File: config.mk
export PLATFORM = sky130hd
export DESIGN_NAME = mtp_timer_top
export DESIGN_NICKNAME = d
export VERILOG_FILES = /design/src/core/mtp_pkg.sv /design/src/core/mtp_chan_if.sv /design/src/core/mtp_timer_chan.sv /design/src/core/mtp_timer_top.sv
export SDC_FILE = /design/constraint.sdc
export NUM_CORES = 1
export LEC_CHECK = 0
export ABC_AREA = 1
export BUFFER_PORTS_ARGS = -buffer_cell sky130_fd_sc_hd__buf_2
export CAP_MARGIN = 30
export CELL_PAD_IN_SITES_DETAIL_PLACEMENT = 2
export CELL_PAD_IN_SITES_GLOBAL_PLACEMENT = 2
export CORE_MARGIN = 8
export CORE_UTILIZATION = 36
export DETAILED_ROUTE_END_ITERATION = 8
export GPL_ROUTABILITY_DRIVEN = 0
export GPL_TIMING_DRIVEN = 0
export HOLD_SLACK_MARGIN = 0.15
export PLACE_DENSITY_LB_ADDON = 0.1
export REMOVE_ABC_BUFFERS = 1
export SYNTH_ARGS = -nofsm -noshare
export SYNTH_HDL_FRONTEND = slang
export SYNTH_SLANG_ARGS = --single-unit
File: constraint.sdc
create_clock -name aclk -period 3.61 [get_ports aclk]
set_clock_uncertainty 0.15 [all_clocks]
set_input_delay 0 -clock aclk [delete_from_list [all_inputs] [get_ports aclk]]
set_output_delay 0 -clock aclk [all_outputs]
set_load 0.005 [all_outputs]
File: src/core/mtp_pkg.sv
package mtp_pkg;

    // register byte offsets on the axi4-lite port
    localparam logic [7:0] OFF_CTRL_A  = 8'h00;
    localparam logic [7:0] OFF_CTRL_B  = 8'h04;
    localparam logic [7:0] OFF_CTRL_CD = 8'h08;
    localparam logic [7:0] OFF_DATA_A  = 8'h0c;
    localparam logic [7:0] OFF_DATA_B  = 8'h10;
    localparam logic [7:0] OFF_DATA_C  = 8'h14;
    localparam logic [7:0] OFF_DATA_D  = 8'h18;
    localparam logic [7:0] OFF_EDGE    = 8'h1c;
    localparam logic [7:0] OFF_STATUS  = 8'h20;

    // control field layout
    localparam int         CTRL_OUT_RST_BIT = 4;      // output-reset strobe, reads zero
    localparam int         CTRL_D_LSB       = 4;      // timer d select in the c/d register
    localparam logic [3:0] MODE_STOP        = 4'h0;
    localparam logic [3:0] MODE_EVENT       = 4'h8;

    // edge polarity bits feeding the two auxiliary inputs
    localparam int EDGE_BIT_A = 4;
    localparam int EDGE_BIT_B = 3;

    // status layout: [3:0] timeouts, [5:4] io events, [7:6] live io levels
    localparam int STAT_IO_FOUR  = 4;
    localparam int STAT_IO_THREE = 5;
    localparam int STAT_LVL_FOUR = 6;
    localparam int STAT_LVL_THREE = 7;

    // reset values
    localparam logic [7:0] CTRL_RST = 8'h00;
    localparam logic [7:0] EDGE_RST = 8'h00;
    localparam logic [5:0] STAT_RST = 6'h00;

    // prescale division in timer clocks, indexed by the low three mode bits
    localparam logic [7:0] PRESCALE_DIV [8] = '{8'h01, 8'h04, 8'h0a, 8'h10, 8'h32, 8'h40, 8'h64, 8'hc8};
    localparam logic [7:0] PRESCALE_MAX     = 8'hc8;

    // axi responses
    localparam logic [1:0] RESP_OKAY   = 2'b00;
    localparam logic [1:0] RESP_DECERR = 2'b11;

    // register selector
    typedef enum logic [3:0] {
        REG_CTRL_A  = 4'h0,
        REG_CTRL_B  = 4'h1,
        REG_CTRL_CD = 4'h2,
        REG_DATA_A  = 4'h3,
        REG_DATA_B  = 4'h4,
        REG_DATA_C  = 4'h5,
        REG_DATA_D  = 4'h6,
        REG_EDGE    = 4'h7,
        REG_STATUS  = 4'h8,
        REG_NONE    = 4'hf
    } mtp_reg_t;

    // address decode shared by the read and write paths
    function automatic mtp_reg_t mtp_decode(input logic [7:0] addr);
        if (addr == OFF_CTRL_A) return REG_CTRL_A;
        else if (addr == OFF_CTRL_B) return REG_CTRL_B;
        else if (addr == OFF_CTRL_CD) return REG_CTRL_CD;
        else if (addr == OFF_DATA_A) return REG_DATA_A;
        else if (addr == OFF_DATA_B) return REG_DATA_B;
        else if (addr == OFF_DATA_C) return REG_DATA_C;
        else if (addr == OFF_DATA_D) return REG_DATA_D;
        else if (addr == OFF_EDGE) return REG_EDGE;
        else if (addr == OFF_STATUS) return REG_STATUS;
        else return REG_NONE;
    endfunction : mtp_decode

endpackage : mtp_pkg

File: src/core/mtp_chan_if.sv
`timescale 1ns/1ps
// control and result of one timer channel
interface mtp_chan_if;
    logic [3:0] mode;         // mode field of the owning control register
    logic       gate;         // auxiliary input is at its active level
    logic       event_pulse;  // one active transition of the auxiliary input
    logic       data_we;      // host writes the data register
    logic [7:0] data_wval;    // value being written
    logic [7:0] count;        // live main counter
    logic       timeout;      // one-cycle timeout pulse

    modport ctrl (output mode, gate, event_pulse, data_we, data_wval, input count, timeout);
    modport chan (input mode, gate, event_pulse, data_we, data_wval, output count, timeout);
endinterface : mtp_chan_if

File: src/core/mtp_timer_chan.sv
`timescale 1ns/1ps
// one timer: prescaler, 8-bit down counter, reload constant
module mtp_timer_chan #(
    parameter bit MULTI = 1'b1   // pulse width and event count allowed
) (
    input wire logic aclk,
    input wire logic aresetn,
    mtp_chan_if.chan bus
);

    logic [7:0] data_reg;     // time constant, never reset
    logic [7:0] cnt_reg;      // main counter, never reset
    logic [7:0] ps_reg;       // prescaler position
    logic       timeout_reg;  // timeout pulse
    logic [3:0] mode_eff;     // mode after stripping unsupported codes
    logic       running;
    logic       is_evt;
    logic       is_pw;
    logic       ps_run;
    logic       ps_tick;
    logic       count_pulse;
    logic [7:0] div;

    // timers without the aux modes only see stopped or delay
    always_comb begin
        mode_eff    = MULTI ? bus.mode : {1'b0, bus.mode[2:0]};
        running     = mode_eff != mtp_pkg::MODE_STOP;
        is_evt      = mode_eff == mtp_pkg::MODE_EVENT;
        is_pw       = mode_eff[3] && (mode_eff[2:0] != 3'h0);
        div         = mtp_pkg::PRESCALE_DIV[mode_eff[2:0]];
        // prescaler halts while the pulse gate is inactive
        ps_run      = (running && !mode_eff[3]) || (is_pw && bus.gate);
        // compare with >= so a smaller prescale mid-count still wraps at once
        ps_tick     = ps_run && (ps_reg >= div - 8'h01);
        // event mode bypasses the prescaler
        count_pulse = is_evt ? bus.event_pulse : ps_tick;
    end

    // prescaler: cleared when stopped, held when gated off
    always_ff @(posedge aclk) begin
        if (!aresetn) begin
            ps_reg <= 8'h00;
        end else if (!running) begin
            ps_reg <= 8'h00;
        end else if (ps_run) begin
            ps_reg <= ps_tick ? 8'h00 : ps_reg + 8'h01;
        end
    end

    // time constant keeps its value across reset
    always_ff @(posedge aclk) begin
        if (bus.data_we) begin
            data_reg <= bus.data_wval;
        end
    end

    // main counter: load when stopped, else only reload through one
    always_ff @(posedge aclk) begin
        if (bus.data_we && !running) begin
            cnt_reg <= bus.data_wval;
        end else if (count_pulse) begin
            cnt_reg <= (cnt_reg == 8'h01) ? data_reg : cnt_reg - 8'h01;
        end
    end

    // timeout on the pulse that would have reached zero
    always_ff @(posedge aclk) begin
        if (!aresetn) begin
            timeout_reg <= 1'b0;
        end else begin
            timeout_reg <= count_pulse && (cnt_reg == 8'h01);
        end
    end

    assign bus.count   = cnt_reg;
    assign bus.timeout = timeout_reg;
endmodule : mtp_timer_chan

File: src/core/mtp_timer_top.sv
`timescale 1ns/1ps
module mtp_timer_top #(
    parameter int ADDR_W = 8   // axi address width
) (
    input  wire logic              aclk,
    input  wire logic              aresetn,
    input  wire logic [ADDR_W-1:0] awaddr,
    input  wire logic              awvalid,
    output logic                   awready,
    input  wire logic [31:0]       wdata,
    input  wire logic [3:0]        wstrb,
    input  wire logic              wvalid,
    output logic                   wready,
    output logic [1:0]             bresp,
    output logic                   bvalid,
    input  wire logic              bready,
    input  wire logic [ADDR_W-1:0] araddr,
    input  wire logic              arvalid,
    output logic                   arready,
    output logic [31:0]            rdata,
    output logic [1:0]             rresp,
    output logic                   rvalid,
    input  wire logic              rready,
    input  wire logic              aux_input_a,
    input  wire logic              aux_input_b,
    input  wire logic              io_line_three,
    input  wire logic              io_line_four,
    output logic [3:0]             timer_out
);

    // bus slave state
    logic                 awready_reg, wready_reg, bvalid_reg, arready_reg, rvalid_reg;
    logic [1:0]           bresp_reg, rresp_reg;
    logic [31:0]          rdata_reg;
    logic                 aw_got_reg, w_got_reg;      // halves of a write already taken
    logic [ADDR_W-1:0]    awaddr_reg;
    logic [7:0]           wdata_reg;
    logic                 wstrb0_reg;
    logic                 wr_fire;                    // write commits this cycle
    mtp_pkg::mtp_reg_t    wr_sel, rd_sel;

    // programmable registers
    logic [7:0]           ctrl_a_reg, ctrl_b_reg, ctrl_cd_reg;
    logic [7:0]           edge_polarity_reg;
    logic [5:0]           status_reg;                 // sticky events
    logic [3:0]           timer_out_reg;

    // input conditioning: index 0 aux a, 1 aux b, 2 line three, 3 line four
    logic [3:0]           s1_reg, s2_reg, s3_reg, filt_reg;

    // per multimode timer
    logic [1:0]           pw_mode, evt_mode, edge_bit, act, act_prev_reg;
    logic [1:0]           chan_lvl, chan_prev_reg, io_event, force_low;
    logic [3:0]           chan_mode [4];
    logic [7:0]           chan_count [4];
    logic [3:0]           timeouts;

    mtp_chan_if chan_bus [4] ();

    // write half handshakes, taken in either order
    always_ff @(posedge aclk) begin
        if (!aresetn) begin
            awready_reg <= 1'b1;
            wready_reg  <= 1'b1;
            aw_got_reg  <= 1'b0;
            w_got_reg   <= 1'b0;
            bvalid_reg  <= 1'b0;
            bresp_reg   <= mtp_pkg::RESP_OKAY;
        end else begin
            if (awvalid && awready_reg) begin
                aw_got_reg  <= 1'b1;
                awready_reg <= 1'b0;
            end
            if (wvalid && wready_reg) begin
                w_got_reg  <= 1'b1;
                wready_reg <= 1'b0;
            end
            // both halves here: commit and answer
            if (wr_fire) begin
                aw_got_reg <= 1'b0;
                w_got_reg  <= 1'b0;
                bvalid_reg <= 1'b1;
                bresp_reg  <= (wr_sel == mtp_pkg::REG_NONE) ? mtp_pkg::RESP_DECERR : mtp_pkg::RESP_OKAY;
            end
            // reopen only after the response is taken
            if (bvalid_reg && bready) begin
                bvalid_reg  <= 1'b0;
                awready_reg <= 1'b1;
                wready_reg  <= 1'b1;
            end
        end
    end

    // write payload capture; only the low byte matters
    always_ff @(posedge aclk) begin
        if (awvalid && awready_reg) begin
            awaddr_reg <= awaddr;
        end
        if (wvalid && wready_reg) begin
            wdata_reg  <= wdata[7:0];
            wstrb0_reg <= wstrb[0];
        end
    end

    assign wr_fire = aw_got_reg && w_got_reg && !bvalid_reg;
    assign wr_sel  = mtp_pkg::mtp_decode(awaddr_reg[7:0]);
    assign rd_sel  = mtp_pkg::mtp_decode(araddr[7:0]);

    // control and edge registers; output-reset bit is a strobe, not stored
    always_ff @(posedge aclk) begin
        if (!aresetn) begin
            ctrl_a_reg        <= mtp_pkg::CTRL_RST;
            ctrl_b_reg        <= mtp_pkg::CTRL_RST;
            ctrl_cd_reg       <= mtp_pkg::CTRL_RST;
            edge_polarity_reg <= mtp_pkg::EDGE_RST;
        end else if (wr_fire && wstrb0_reg) begin
            if (wr_sel == mtp_pkg::REG_CTRL_A) begin
                ctrl_a_reg <= {4'h0, wdata_reg[3:0]};
            end else if (wr_sel == mtp_pkg::REG_CTRL_B) begin
                ctrl_b_reg <= {4'h0, wdata_reg[3:0]};
            end else if (wr_sel == mtp_pkg::REG_CTRL_CD) begin
                ctrl_cd_reg <= {1'b0, wdata_reg[6:4], 1'b0, wdata_reg[2:0]};
            end else if (wr_sel == mtp_pkg::REG_EDGE) begin
                edge_polarity_reg <= wdata_reg;
            end
        end
    end

    // read channel, one cycle answer
    always_ff @(posedge aclk) begin
        if (!aresetn) begin
            arready_reg <= 1'b1;
            rvalid_reg  <= 1'b0;
            rdata_reg   <= 32'h0000_0000;
            rresp_reg   <= mtp_pkg::RESP_OKAY;
        end else if (arvalid && arready_reg) begin
            arready_reg <= 1'b0;
            rvalid_reg  <= 1'b1;
            rresp_reg   <= mtp_pkg::RESP_OKAY;
            // unmapped reads answer decerr with zero data
            if (rd_sel == mtp_pkg::REG_CTRL_A) rdata_reg <= {24'h0, ctrl_a_reg};
            else if (rd_sel == mtp_pkg::REG_CTRL_B) rdata_reg <= {24'h0, ctrl_b_reg};
            else if (rd_sel == mtp_pkg::REG_CTRL_CD) rdata_reg <= {24'h0, ctrl_cd_reg};
            else if (rd_sel == mtp_pkg::REG_DATA_A) rdata_reg <= {24'h0, chan_count[0]};
            else if (rd_sel == mtp_pkg::REG_DATA_B) rdata_reg <= {24'h0, chan_count[1]};
            else if (rd_sel == mtp_pkg::REG_DATA_C) rdata_reg <= {24'h0, chan_count[2]};
            else if (rd_sel == mtp_pkg::REG_DATA_D) rdata_reg <= {24'h0, chan_count[3]};
            else if (rd_sel == mtp_pkg::REG_EDGE) rdata_reg <= {24'h0, edge_polarity_reg};
            else if (rd_sel == mtp_pkg::REG_STATUS) rdata_reg <= {24'h0, filt_reg[2], filt_reg[3], status_reg};
            else begin
                rdata_reg <= 32'h0000_0000;
                rresp_reg <= mtp_pkg::RESP_DECERR;
            end
        end else if (rvalid_reg && rready) begin
            rvalid_reg  <= 1'b0;
            arready_reg <= 1'b1;
        end
    end

    // three-stage conditioning; a level counts once stages two and three agree
    always_ff @(posedge aclk) begin
        if (!aresetn) begin
            s1_reg   <= 4'h0;
            s2_reg   <= 4'h0;
            s3_reg   <= 4'h0;
            filt_reg <= 4'h0;
        end else begin
            s1_reg   <= {io_line_four, io_line_three, aux_input_b, aux_input_a};
            s2_reg   <= s1_reg;
            s3_reg   <= s2_reg;
            filt_reg <= (s3_reg & ~(s2_reg ^ s3_reg)) | (filt_reg & (s2_reg ^ s3_reg));
        end
    end

    assign chan_mode[0] = ctrl_a_reg[3:0];
    assign chan_mode[1] = ctrl_b_reg[3:0];
    assign chan_mode[2] = {1'b0, ctrl_cd_reg[2:0]};
    localparam int CTRL_D_LSB_I = mtp_pkg::CTRL_D_LSB;
    assign chan_mode[3] = {1'b0, ctrl_cd_reg[CTRL_D_LSB_I +: 3]};
    assign edge_bit = {edge_polarity_reg[mtp_pkg::EDGE_BIT_B], edge_polarity_reg[mtp_pkg::EDGE_BIT_A]};

    // aux input handling for timers a (0) and b (1)
    for (genvar k = 0; k < 2; k++) begin : g_aux
        assign pw_mode[k]  = chan_mode[k][3] && (chan_mode[k][2:0] != 3'h0);
        assign evt_mode[k] = chan_mode[k] == mtp_pkg::MODE_EVENT;
        // active level follows the edge bit; an edge-bit flip can make a count
        assign act[k]      = filt_reg[k] ~^ edge_bit[k];
        // channel four takes aux a, three takes aux b in pulse width mode
        // otherwise the io line itself; the inversion moves the edge to pulse end
        assign chan_lvl[k] = (pw_mode[k] ? filt_reg[k] : filt_reg[3 - k]) ^ pw_mode[k];
        // rising edge of the edge-corrected level; mode changes pass through too
        assign io_event[k] = (chan_lvl[k] ~^ edge_bit[k]) && !chan_prev_reg[k];
        assign force_low[k] = wr_fire && wstrb0_reg && wdata_reg[mtp_pkg::CTRL_OUT_RST_BIT] &&
                              (wr_sel == (k == 0 ? mtp_pkg::REG_CTRL_A : mtp_pkg::REG_CTRL_B));

        // edge history, preset to active by reset
        always_ff @(posedge aclk) begin
            if (!aresetn) begin
                act_prev_reg[k]  <= 1'b1;   // filtered levels reset low read as active: no false edge
                chan_prev_reg[k] <= 1'b1;
            end else begin
                act_prev_reg[k]  <= act[k];
                chan_prev_reg[k] <= chan_lvl[k] ~^ edge_bit[k];
            end
        end
    end

    // four timer channels; only a and b get the aux modes
    for (genvar i = 0; i < 4; i++) begin : g_tmr
        assign chan_bus[i].mode        = chan_mode[i];
        assign chan_bus[i].gate        = (i < 2) ? act[i % 2] : 1'b0;
        assign chan_bus[i].event_pulse = (i < 2) ? (evt_mode[i % 2] && act[i % 2] &&
                                                    !act_prev_reg[i % 2]) : 1'b0;
        assign chan_bus[i].data_we     = wr_fire && wstrb0_reg &&
                                         (wr_sel == mtp_pkg::mtp_reg_t'(4'(int'(mtp_pkg::REG_DATA_A) + i)));
        assign chan_bus[i].data_wval   = wdata_reg;
        assign chan_count[i]           = chan_bus[i].count;
        assign timeouts[i]             = chan_bus[i].timeout;

        mtp_timer_chan #(
            .MULTI (i < 2)
        ) u_chan (
            .aclk    (aclk),
            .aresetn (aresetn),
            .bus     (chan_bus[i])
        );
    end

    // timer outputs: low in reset, a and b forced low by the strobe, else toggle on timeout
    always_ff @(posedge aclk) begin
        if (!aresetn) begin
            timer_out_reg <= 4'h0;
        end else begin
            for (int j = 0; j < 4; j++) begin
                if (j < 2 && force_low[j % 2]) begin
                    timer_out_reg[j] <= 1'b0;
                end else if (timeouts[j]) begin
                    timer_out_reg[j] <= ~timer_out_reg[j];
                end
            end
        end
    end

    // sticky status, write one to clear; a new event beats the clear
    always_ff @(posedge aclk) begin
        if (!aresetn) begin
            status_reg <= mtp_pkg::STAT_RST;
        end else begin
            status_reg <= (status_reg & ~((wr_fire && wstrb0_reg && wr_sel == mtp_pkg::REG_STATUS) ?
                           wdata_reg[5:0] : 6'h00)) | {io_event[1], io_event[0], timeouts};
        end
    end

    assign awready   = awready_reg;
    assign wready    = wready_reg;
    assign bvalid    = bvalid_reg;
    assign bresp     = bresp_reg;
    assign arready   = arready_reg;
    assign rvalid    = rvalid_reg;
    assign rdata     = rdata_reg;
    assign rresp     = rresp_reg;
    assign timer_out = timer_out_reg;
endmodule : mtp_timer_top

# Yosys cells after proc, flatten, opt, wreduce, memory -nomap -nowiden
# Memories as Yosys holds them, arrays and structs flattened.
# Cells that the tools add are included.
# classes
addsub	12
n_lt_le_gt_ge	8
eq_ne	39
muxes	68
bitwise_logic	28
reduce_logical	80
# op_table
cell	count
$mux W8	31
$eq A8 B5 Y1 const B	8
$mux W4	16
$sub A8 B1 Y8 const B	8
$logic_and A1 B1 Y1	40
$add A8 B1 Y8 const B	4
$eq A4 B3 Y1 const B	8
$eq A8 B1 Y1 const B	4
$eq A8 B4 Y1 const B	4
$ge A8 B8 Y1	4
$eq A4 B4 Y1 const B	5
$mux W2	10
$eq A4 B2 Y1 const B	4
$eq A8 B3 Y1 const B	2
$eq A8 B6 Y1 const B	2
$ge A4 B4 Y1 const B	4
$logic_not A8 Y1	2
$not A3 Y4	4
$reduce_bool A3 Y1	4
$logic_not A1 Y1	11
$not A1 Y1	10
$reduce_bool A2 Y1	5
$and A4 B4 Y4	2
$eq A4 B1 Y1 const B	2
20 further kinds	41
# totals
regBits	212
mem_bits_ro	256
mem_count	4
# mem_list
memory	words	width	read_ports	rd_ports_with_merged_regs	wr	line	rtl
(no name shown)	8	8	1	0	0	mtp_timer_chan.sv:30	div = mtp_pkg::PRESCALE_DIV[mode_eff[2:0]];
(no name shown)	8	8	1	0	0	mtp_timer_chan.sv:30	
(no name shown)	8	8	1	0	0	mtp_timer_chan.sv:30	
(no name shown)	8	8	1	0	0	mtp_timer_chan.sv:30	

# Depth between registers and ports, before layout
# Gate-level depths: netlist of the first run.
# depth
ltp_word	20
ltp_mapped	16
ltp_nobuf	16

# Cells and area by module
# From an unflattened synthesis of the first run, not the netlist that was laid out.
# hier_totals
hier_cells	1258
hier_area_um2	10143.5
# modules_own_cells
mod	n_inst	cells_per_inst	area_each_um2	seq_area_each_um2
mtp_timer_top	1	532	4062.6	1891.8
mtp_timer_chan at g_tmr[1].u_chan	1	195	1586.5	660.6
mtp_timer_chan at g_tmr[2].u_chan	1	178	1507.7	660.6
mtp_timer_chan at g_tmr[0].u_chan	1	177	1498.9	660.6
mtp_timer_chan at g_tmr[3].u_chan	1	176	1487.7	660.6

# Worst setup path before layout of the first run
# No wires, ideal clock.
# synth_path
kind	register -> register
from	register ctrl_b_reg[2]
to	register g_tmr[1].u_chan.cnt_reg[0] (enable)
setup_time_ns	0.329
arrival_time_ns	2.271
t_required_ns	3.131
setup_slack_ns	0.861
stages_incl_launch_ff	14
path_buffers	0
path_cell_list	dfxtp_1 inv_2 nand2_1 nor2_1 inv_2 ha_1 o311a_1 ha_1 nand2_1 nor2_1 nand4_1 o2111ai_1 a21oi_1 nand2_1
# synth_via
elab_chain_len	9
# synth_rtl
item	line	rtl
from (decl)	mtp_timer_top.sv:43	logic [7:0] ctrl_a_reg, ctrl_b_reg, ctrl_cd_reg;
from (signal assigned)	mtp_timer_top.sv:113	ctrl_b_reg <= mtp_pkg::CTRL_RST;
from (signal assigned)	mtp_timer_top.sv:120	ctrl_b_reg <= {4'h0, wdata_reg[3:0]};
$not A3 Y4 (not written as such)	mtp_timer_chan.sv:30	
$mem_v2 Z8 W8	-	
$mux W8 (not written as such) (2 in a row)	mtp_timer_chan.sv:30	
$sub A8 B1 Y8	mtp_timer_chan.sv:34	ps_tick = ps_run && (ps_reg >= div - 8'h01);
$ge A8 B8 Y1	mtp_timer_chan.sv:34	
$logic_and A1 B1 Y1	mtp_timer_chan.sv:34	
$mux W1	mtp_timer_chan.sv:36	count_pulse = is_evt ? bus.event_pulse : ps_tick;
$reduce_bool A2 Y1 (no line) (*)	-	
to (signal assigned)	mtp_timer_chan.sv:60	cnt_reg <= bus.data_wval;
to (signal assigned)	mtp_timer_chan.sv:62	cnt_reg <= (cnt_reg == 8'h01) ? data_reg : cnt_reg - 8'h01;
to (decl)	mtp_timer_chan.sv:12	logic [7:0] cnt_reg;
# Mark *: on every way between the ends. The rest lies on a longest branch, timed or not. The select of a mux whose other input is x is not followed.
# A chain may end at the register's enable or synchronous reset.

# Worst setup path after layout of the first run
# layout_path
from	register ctrl_b_reg[2]
to	register g_tmr[1].u_chan.cnt_reg[7] (enable)
# Same word-level chain as after synthesis.

==> results of run 1 <==
logic make-up (layout without fill, tap and decap cells):
family	count (synthesis)	in the layout	share of synthesized area, %
AND/OR/NAND/NOR	476	476	22.7
AO/OA/AOI/OAI	230	230	12.7
buffers and inverters	222	325	9.40
flip-flops	186	186	45.3
adder cells (fa/ha/maj)	48	48	5.99
XOR/XNOR	38	38	3.32
multiplexers	6	6	0.662
other	1	24	0.0374
timing repair:
item	4_1_cts	5_1_grt
hold buffers	58	0
endpoints found under the hold margin	75	0
setup endpoints to repair	0	16
resized for setup	0	2
through the flow:
stage	total power [mW]	instance area (um2)	setup WS (ns)	std cells	hold WS (ns)
after detailed placement	2.46	10600	0.223	1621	0.0284
after global routing	4.66	11900	0.0213	1711	0.246
after CTS	4.56	11900	0.164	1711	0.182
final	4.52	11900	0.339	1711	0.190
after floorplan	2.36	9830	0.858	1185	-0.0811
after global placement	2.45	10600	0.256	1619	0.0276
path summary, 6_finish.rpt:
check                                    from                      endpoint  slack, ns  cells past startpoint
worst max-delay path            ctrl_b_reg[2]  g_tmr[1].u_chan.bus.count[7]       0.34                     15
worst min-delay path                araddr[5]                      rdata[5]       0.19                      8
worst max register to register  ctrl_b_reg[2]  g_tmr[1].u_chan.bus.count[7]       0.34                     15
worst min register to register      s1_reg[0]                     s2_reg[0]       0.28                      2
synth_stat cells (18+ instances only):
cell / count / area [um2]
nand3_1: 74 / 370
inv_1: 158 / 593
o21ai_0: 101 / 505
nand2_1: 207 / 777
edfxtp_1: 81 / 2430
a21oi_1: 75 / 375
buf_4: 26 / 195
xnor2_1: 18 / 158
nor2_1: 106 / 398
ha_1: 48 / 601
xor2_1: 20 / 175
dfxtp_1: 105 / 2100
worst reg2reg max path: cells and delay by family (launching register included):
family          cells  cell delay (ns)
compound gates      5             0.88
simple gates        6             0.65
fa+ha+maj           2             0.57
flops               1             0.49
buf+inv             2             0.25
layout make-up:
class | count | area [um2] | share of cell area, %
clock buffers | 22 | 517 | 4.36
clock inverters | 10 | 125 | 1.06
inverters | 177 | 666 | 5.61
multi-input cells | 822 | 4640 | 39.2
flip-flops and latches | 186 | 4530 | 38.2
well taps | 378 | 473 | 3.99
repair buffers | 116 | 896 | 7.56
layout by cell type, fill, tap and decap left out, types with 4 or more instances in the layout:
cell type | Yosys | final
nand2_1 | 207 | 205
inv_1 | 158 | 158
nor2_1 | 106 | 106
dfxtp_1 | 105 | 105
o21ai_0 | 101 | 101
edfxtp_1 | 81 | 81
a21oi_1 | 75 | 75
nand3_1 | 74 | 74
dlygate4sd3_1 | 0 | 58
buf_2 | 2 | 56
ha_1 | 48 | 48
conb_1 | 1 | 24
xor2_1 | 20 | 20
clkbuf_16 | 0 | 19
xnor2_1 | 18 | 18
inv_2 | 16 | 16
nand4_1 | 16 | 16
o211ai_1 | 16 | 16
nor3_1 | 16 | 14
o21ai_1 | 10 | 10
nor2_2 | 9 | 9
nand2_2 | 5 | 7
or2_2 | 7 | 7
nor3_2 | 4 | 6
nor2_4 | 5 | 5
o22ai_1 | 5 | 5
mux2_2 | 5 | 5
o2111ai_1 | 5 | 5
nor3b_1 | 5 | 5
nor4_1 | 4 | 4
clkinv_4 | 0 | 4
power breakdown:
part	switching, mW	leakage (nW)	internal [mW]
logic	0.126	3.04	0.0847
registers	0.0416	1.59	2.22
clock network	0.885	0.314	1.17
layer usage:
metal	up-vias	global-route usage, %	part of all wire, %
met4	0	5.01	1.5
met1	4298	24.5	44
li1	4208	-	-
met3	36	3.54	3.6
met2	150	37.1	51
met5	-	0	0
==> flow_metrics.py, run 1 <==
metrics = {
    "worst_hold_path": {
        "holdCritPathClass": "primary input to register",
    },
    "clock_network": {
        "clock_sinks": 186,
        "numCtsBuffers": 17,
        "path_clk_slew_ns": 0.07,
        "post_cts_buffers": 0,
        "cts_buffer_depth": 2,
        "cts_htree_levels": 4,
        "tritoncts": "yes",
        "clock-root-buffer": "clkbuf_16",
        "clk_latency_ns": 0.45,
    },
    "sta": {
        "setup_violations": 0,
        "fmax_mhz": 306,
        "worst_slew_pin_slew_ns": 0.975,
        "fin_crit_ns": 3.27,
        "hold_viol": 0,
        "fin_setup_tns_ns": 0,
        "slew_viol_final": 0,
        "slew_headroom_pct": 34.8,
        "rsz0062_at_grt": "false",
        "min_period_over_period_pct": 90.6,
    },
    "final_layout": {
        "num-fill-cells": 3119,
        "antenna_cells": 0,
        "fin_nets": 1431,
        "layout-drive-gt1-share_pct": 12.5,
        "area_delta_synth_final_pct": 18.3,
        "final_core_util_pct": 42.9,
    },
    "critical_path": {
        "slowest_stage": "dfxtp_1",
        "crit_path_max_fanout": 8,
        "critPathArrivalTime_ns": 3.27,
        "path_cells": "inv_2, nand2_1, nor2_1, inv_2, ha_1, a21oi_1, o21ai_0, o21ai_0, ha_1, nand2_1, nor2_1, nand4_1, o2111ai_1, a21oi_1, nand2_2",
        "endpoint_kind": "register",
        "startpoint_type": "register",
        "crit_family": "compound AO/OA/AOI/OAI gates",
        "slowest_delay_ns": 0.49,
        "path_class": "register to register",
        "critPathRequiredTime_ns": 3.61,
        "worst-path-buf-inv": 2,
    },
    "synth": {
        "synthCells": 1207,
        "synth_area_per_cell_um2": 8.30,
        "ys_seq_area_share_pct": 45.3,
        "synth.distinct_cells": 57,
        "ys_seq_elements": 186,
        "synthFlopType": "dfxtp_1",
        "syn_area_mm2": 0.0100,
        "async_flop_share_pct": 0,
        "yosysWarnings": 0,
        "synth_edf_count": 81,
    },
    "pwr": {
        "power_density_mw_per_mm2": 382,
        "p_leak_nw": 4.94,
        "worst_ir_drop_vdd_mv": 0.319,
    },
    "global_route": {
        "grtUsageTotal_pct": 20.4,
        "grt_start_max_net_pins": 45,
        "antenna_found_initial": 0,
        "grt-ovfl-total": 0,
        "grt_pass1_wl_um": 52900,
        "grt_pass1_vias": 9346,
    },
    "drt": {
        "num_vias": 8692,
        "ant_nets": 0,
        "drtIter0Drc": 389,
        "vias_per_cell": 5.08,
        "wl_per_cell_um": 19.6,
        "dr.pass1.iters": 4,
        "finalWirelength_um": 33500,
        "drc": 0,
    },
    "flow_run": {
        "drv_cap": 0,
    },
    "floorplan": {
        "core_region_area_mm2": 0.0276,
        "start_util_pct": 36.3,
        "ioPinCount": 108,
        "die_h_um": 183,
        "die_x_um": 183,
        "rows": 61,
        "die_area_mm2": 0.0334,
    },
    "place": {
        "port_buffers": 56,
        "hpwl_um": 23700,
    },
    "run_status": {
        "status": "completed",
    },
}
(Power assumes the default switching activity.)
==> run 2, diff against run 1 <==
--- a/config.mk
+++ b/config.mk
@@ -10,7 +10,6 @@
 export CAP_MARGIN = 30
 export CELL_PAD_IN_SITES_DETAIL_PLACEMENT = 2
 export CELL_PAD_IN_SITES_GLOBAL_PLACEMENT = 2
-export CORE_MARGIN = 8
 export CORE_UTILIZATION = 36
 export DETAILED_ROUTE_END_ITERATION = 8
 export GPL_ROUTABILITY_DRIVEN = 0
==> run 2 against run 1 <==
Critical path depth fell by 2. Sequential share of layout area rose by 0.16 points. Count of clock-buffer cells in the layout fell by 4. Combinational power barely moved. Cell count decreased by 0.53%. Maximum frequency shrank 0.94%. Sequential power barely moved. Power down 1.6%. Via count up 0.18%. Core utilization rose by 0.65 points. Critical endpoint is now g_tmr[0].u_chan.bus.count[1].
==> flow_metrics.py, run 2 (synthesis gave the netlist of run 1 again) <==
metrics = {
    "run_status": {
        "status": "completed",
    },
    "critical_path": {
        "slowest_stage": "o311a_1",
        "slowest_delay_ns": 0.40,
        "endpoint_kind": "register",
        "startpoint_type": "register",
        "crit_path_max_fanout": 8,
        "path_class": "register to register",
        "crit_family": "compound AO/OA/AOI/OAI gates",
        "critPathRequiredTime_ns": 3.56,
        "critPathArrivalTime_ns": 3.25,
        "path_cells": "inv_2, nand2_2, nor2_2, clkinv_2, ha_1, o311a_1, ha_1, nand2_1, nor2_1, nand4_1, o2111ai_1, a21oi_1, nand2_1",
        "worst-path-buf-inv": 2,
    },
    "final_layout": {
        "antenna_cells": 0,
        "layout_commonest_cell": "nand2_1",
        "fin_nets": 1428,
        "layout-drive-gt1-share_pct": 12.6,
        "final_cell_mix": "nand2_1 (205), inv_1 (158), nor2_1 (106)",
        "stdcell_area_mm2": 0.0118,
        "area_delta_synth_final_pct": 17.8,
        "final_core_util_pct": 43.6,
    },
    "drt": {
        "num_vias": 8708,
        "wl_per_cell_um": 19.7,
        "dr.pass1.iters": 4,
        "finalWirelength_um": 33500,
        "drtIter0Drc": 310,
        "drc": 0,
        "vias_per_cell": 5.12,
        "ant_nets": 0,
    },
    "sta": {
        "fmax_mhz": 303,
        "worst_slew_pin_slew_ns": 1.02,
        "rsz0062_at_grt": "false",
        "min_period_over_period_pct": 91.5,
        "hold_viol": 0,
        "fin_ws_ns": 0.308,
        "fin_crit_ns": 3.30,
        "slew_headroom_pct": 32.1,
        "fin_setup_tns_ns": 0,
        "setup_violations": 0,
        "slew_viol_final": 0,
    },
    "flow_run": {
        "drv_cap": 0,
    },
    "floorplan": {
        "die_x_um": 169,
        "die_h_um": 169,
        "ioPinCount": 108,
        "core_region_area_mm2": 0.0271,
        "start_util_pct": 37.0,
        "die_area_mm2": 0.0285,
        "rows": 60,
    },
    "clock_network": {
        "clk_latency_ns": 0.45,
        "clock_sinks": 186,
        "cts_htree_levels": 4,
        "numCtsBuffers": 17,
        "tritoncts": "yes",
        "post_cts_buffers": 0,
        "clock-root-buffer": "clkbuf_16",
        "path_clk_slew_ns": 0.08,
        "cts_buffer_depth": 2,
    },
    "worst_hold_path": {
        "holdCritPathClass": "primary input to register",
    },
    "global_route": {
        "grtUsageTotal_pct": 24.4,
        "grt_pass1_vias": 9480,
        "antenna_found_initial": 0,
        "grt-ovfl-total": 0,
        "grt_pass1_wl_um": 52700,
        "grt_start_max_net_pins": 45,
    },
    "pwr": {
        "worst_ir_drop_vdd_mv": 0.248,
        "power_density_mw_per_mm2": 377,
        "total_power_mw": 4.45,
        "p_leak_nw": 4.93,
    },
    "place": {
        "dp_slack_ns": 0.222,
        "port_buffers": 56,
        "hpwl_um": 23600,
        "placed_area_mm2": 0.0106,
    },
}
run 2: cell types whose count changed in the layout (fill, tap and decap cells not counted), sizes merged:
| cell | delta |
|---|---|
| clkinv | +2 |
| clkinvlp | -1 |
| inv | +5 |
| clkbuf | -4 |
| dlygate4sd3 | -3 |
| bufinv | -2 |
run 2: final timing paths:
path | from | to | slack, ns | cells past startpoint
worst min-delay path | araddr[5] | rresp[0] | 0.19 | 7
worst max-delay path | ctrl_a_reg[1] | g_tmr[0].u_chan.bus.count[1] | 0.31 | 13
worst max register to register | ctrl_a_reg[1] | g_tmr[0].u_chan.bus.count[1] | 0.31 | 13
worst min register to register | s1_reg[0] | s2_reg[0] | 0.27 | 2
run 2: repair_timing:
action                                 in CTS  in global routing
resized for setup                           0                  3
hold buffers                               55                  0
setup endpoints to repair                   0                 16
endpoints found under the hold margin      72                  0
run 2: stage by stage:
stage	instances	hold WS (ns)
after CTS	1702	0.160
after global routing	1702	0.233
final	1702	0.193
after floorplan	1185	-0.0811
after global placement	1613	0.0279
after detailed placement	1615	0.0292
run 2: power by group:
part           switching (mW)  internal [mW]  total, mW
clock network           0.999          0.986       1.98
logic                   0.125         0.0832      0.208
registers              0.0419           2.22       2.26
run 2: cell type report:
| class | count | area, um2 |
|---|---|---|
| Clock inverter | 14 | 175 |
| Fill cell | 3009 | 15300 |
| Sequential cell | 186 | 4530 |
| Clock buffer | 18 | 450 |
| Tap cell | 372 | 465 |
| Multi-Input combinational cell | 822 | 4650 |
| Inverter | 177 | 666 |
| Timing Repair Buffer | 113 | 866 |
run 2: per-layer routing:
layer	GRT usage, %	routed length, um	vias to the layer above
met5	0	0	-
li1	-	-	4200
met2	44.1	17100	136
met1	30.0	14700	4331
met4	6.44	584	0
met3	3.95	1120	41
run 2: worst reg2reg max path, cell delays in order, from the launching register on:
cell and delay, ns:
dfxtp_1 0.37, inv_2 0.13, nand2_2 0.10, nor2_2 0.13, clkinv_2 0.14, ha_1 0.31, o311a_1 0.40, ha_1 0.30
nand2_1 0.09, nor2_1 0.06, nand4_1 0.07, o2111ai_1 0.17, a21oi_1 0.25, nand2_1 0.29
==> run 3, diff against run 2 <==
--- a/config.mk
+++ b/config.mk
@@ -10,7 +10,7 @@
 export CAP_MARGIN = 30
 export CELL_PAD_IN_SITES_DETAIL_PLACEMENT = 2
 export CELL_PAD_IN_SITES_GLOBAL_PLACEMENT = 2
-export CORE_UTILIZATION = 36
+export CORE_UTILIZATION = 35
 export DETAILED_ROUTE_END_ITERATION = 8
 export GPL_ROUTABILITY_DRIVEN = 0
 export GPL_TIMING_DRIVEN = 0
@@ -19,4 +19,5 @@
 export REMOVE_ABC_BUFFERS = 1
 export SYNTH_ARGS = -nofsm -noshare
 export SYNTH_HDL_FRONTEND = slang
+export SYNTH_HIERARCHICAL = 1
 export SYNTH_SLANG_ARGS = --single-unit
==> run 3 against run 2 <==
Power decreased by 1.0%. Cell count up 4.2%. Critical endpoint is now g_tmr[3].u_chan/bus.count[0]. Via count hardly changed. First-iteration DRC count rose by 10%. Maximum frequency down 1.5%. Critical path type unchanged.
==> flow_metrics.py, run 3 <==
metrics = {
    "run_status": {
        "status": "completed",
    },
    "global_route": {
        "grtUsageTotal_pct": 23.0,
        "grt-ovfl-total": 0,
        "grt_pass1_vias": 9455,
        "antenna_found_initial": 0,
        "grt_start_max_net_pins": 41,
        "grt_pass1_wl_um": 51500,
    },
    "final_layout": {
        "final_cell_mix": "nand2_1 (309), inv_1 (149), nor2_1 (115)",
        "fin_nets": 1489,
        "layout_commonest_cell": "nand2_1",
        "regArea_mm2": 0.00454,
        "layout-drive-gt1-share_pct": 13.3,
        "num-fill-cells": 3172,
        "antenna_cells": 0,
        "multi_input_area_mm2": 0.00477,
        "stdcell_area_mm2": 0.0120,
        "area_delta_synth_final_pct": 17.9,
    },
    "critical_path": {
        "rr_endpoint": "g_tmr[3].u_chan/bus.count[0]",
        "path_cells": "nor2_2, nand3_1, nor4_4, nor2_1, o21ai_0, nor3_2, nor3_2, buf_4, inv_1, nor2_4, inv_1, nand2_1",
        "r2r_setup_slack_ns": 0.26,
        "crit_path_end": "g_tmr[3].u_chan/bus.count[0]",
        "slowest_stage": "edfxtp_1",
        "rr_worst_depth": 12,
        "startpoint_type": "register",
        "slowest_delay_ns": 0.39,
        "crit_path_start": "awaddr_reg[1]",
        "critPathArrivalTime_ns": 3.31,
        "endpoint_kind": "register",
        "path_class": "register to register",
        "crit_path_max_fanout": 12,
        "r2r-start": "awaddr_reg[1]",
        "critPathRequiredTime_ns": 3.56,
    },
    "sta": {
        "min_period_over_period_pct": 92.9,
        "slew_headroom_pct": 42.0,
        "fin_crit_ns": 3.35,
        "setup_violations": 0,
        "fmax_mhz": 298,
        "hold_viol": 0,
        "fin_ws_ns": 0.256,
        "slew_viol_final": 0,
        "worst_slew_pin_slew_ns": 0.868,
        "rsz0062_at_grt": "false",
    },
    "synth": {
        "synth_edf_count": 81,
        "syn_area_mm2": 0.0101,
        "synthCells": 1258,
        "synth.most_common_cell": "nand2_1",
        "ys_top_cells_by_area": "edfxtp_1 (24%), dfxtp_1 (21%), nand2_1 (11%)",
        "synth_area_per_cell_um2": 8.06,
        "synth_common_cells": "nand2_1 (310), inv_1 (150), nor2_1 (115)",
        "yosys.area.top_type": "edfxtp_1",
        "ys_seq_area_share_pct": 44.7,
        "synth.distinct_cells": 50,
        "yosysWarnings": 6,
        "synth_top_area_share_pct": 24.0,
        "ys_seq_elements": 186,
        "async_flop_share_pct": 0,
        "synthFlopType": "dfxtp_1",
    },
    "drt": {
        "ant_nets": 0,
        "dr_wl_met2_um": 16900,
        "drc": 0,
        "vias_per_cell": 4.91,
        "num_vias": 8701,
        "topRoutingLayerUsed": "met4",
        "wl_per_cell_um": 18.3,
        "finalWirelength_um": 32400,
        "dr_wl_met3_um": 793,
        "drtIter0Drc": 342,
        "dr.pass1.iters": 4,
        "m1WireLength_um": 14300,
    },
    "floorplan": {
        "die_x_um": 172,
        "rows": 61,
        "die_area_mm2": 0.0297,
        "ioPinCount": 108,
        "die_h_um": 172,
        "core_region_area_mm2": 0.0282,
        "start_util_pct": 36.0,
    },
    "pwr": {
        "power_density_mw_per_mm2": 368,
        "worst_ir_drop_vdd_mv": 0.303,
        "p_leak_nw": 5.03,
        "total_power_mw": 4.40,
    },
    "clock_network": {
        "cts_buffer_depth": 2,
        "cts_htree_levels": 4,
        "numCtsBuffers": 17,
        "clock-root-buffer": "clkbuf_16",
        "clock_sinks": 186,
        "path_clk_slew_ns": 0.08,
        "tritoncts": "yes",
        "clk_latency_ns": 0.46,
    },
    "place": {
        "port_buffers": 56,
        "placed_area_mm2": 0.0107,
        "dp_slack_ns": 0.0637,
        "hpwl_um": 22700,
    },
    "worst_hold_path": {
        "whs_path_depth": 9,
        "holdCritPathClass": "primary input to register",
    },
    "flow_run": {
        "drv_cap": 0,
    },
}
run 3: timing repair:
action | 4_1_cts | 5_1_grt
gates resized for setup | 0 | 4
setup endpoints to repair | 8 | 16
hold endpoints to repair | 74 | 0
pin swaps | 1 | 0
setup buffers | 1 | 0
hold buffers | 61 | 0
run 3: per-layer routing:
layer | vias to the layer above | GRT usage (%)
met1 | 4289 | 27.8
met5 | - | 0
li1 | 4275 | -
met3 | 26 | 2.72
met4 | 0 | 6.31
met2 | 111 | 42.7
run 3: logic make-up after synthesis:
kind of cell | count (synthesis) | share of synthesized area (%)
AND/OR/NAND/NOR | 603 | 28.2
adder cells (fa/ha/maj) | 44 | 5.43
flip-flops | 186 | 44.7
buffers and inverters | 212 | 9.25
other | 1 | 0.0370
AO/OA/AOI/OAI | 174 | 9.12
XOR/XNOR | 38 | 3.28
run 3: cell type report:
type	instances	share of cell area [%]
well taps	378	3.96
multi-input cells	883	39.9
clock inverters	14	1.23
inverters	172	5.40
flip-flops and latches	186	37.9
clock buffers	18	3.77
repair buffers	122	7.76
run 3: how the worst min path moves through the flow:
stage                                     to  slack (ns)       from
floorplan                            arready       -0.08    aresetn
global placement    chan_bus[0].data_wval[5]        0.03   wdata[5]
detailed placement                wstrb0_reg        0.03   wstrb[0]
CTS                                 rdata[7]        0.15  araddr[5]
global route                        rdata[7]        0.22  araddr[5]
finish                              rdata[7]        0.13  araddr[5]
run 3: report_power, final:
part	switching [mW]	internal (mW)	leakage, nW
combinational	0.111	0.0825	3.15
sequential	0.0471	2.22	1.59
clock	0.982	0.966	0.291
total	1.14	3.26	5.03
run 3: stage by stage:
step,util [%],cells,setup TNS [ns],hold WS [ns]
floorplan,-,1241,0,-0.0811
global placement,38.0,1675,-22.49,0.0278
detailed placement,38.1,1679,0,0.0292
CTS,42.4,1773,0,0.150
global route,42.4,1773,0,0.217
finish,42.4,1773,0,0.133
run 3: worst max-delay path: cells and delay by family, from the launching register on:
family	cells	cell delay [ns]
AND/OR/NAND/NOR	8	1.75
buffers and inverters	3	0.57
AO/OA/AOI/OAI	1	0.12
flip-flops	1	0.39
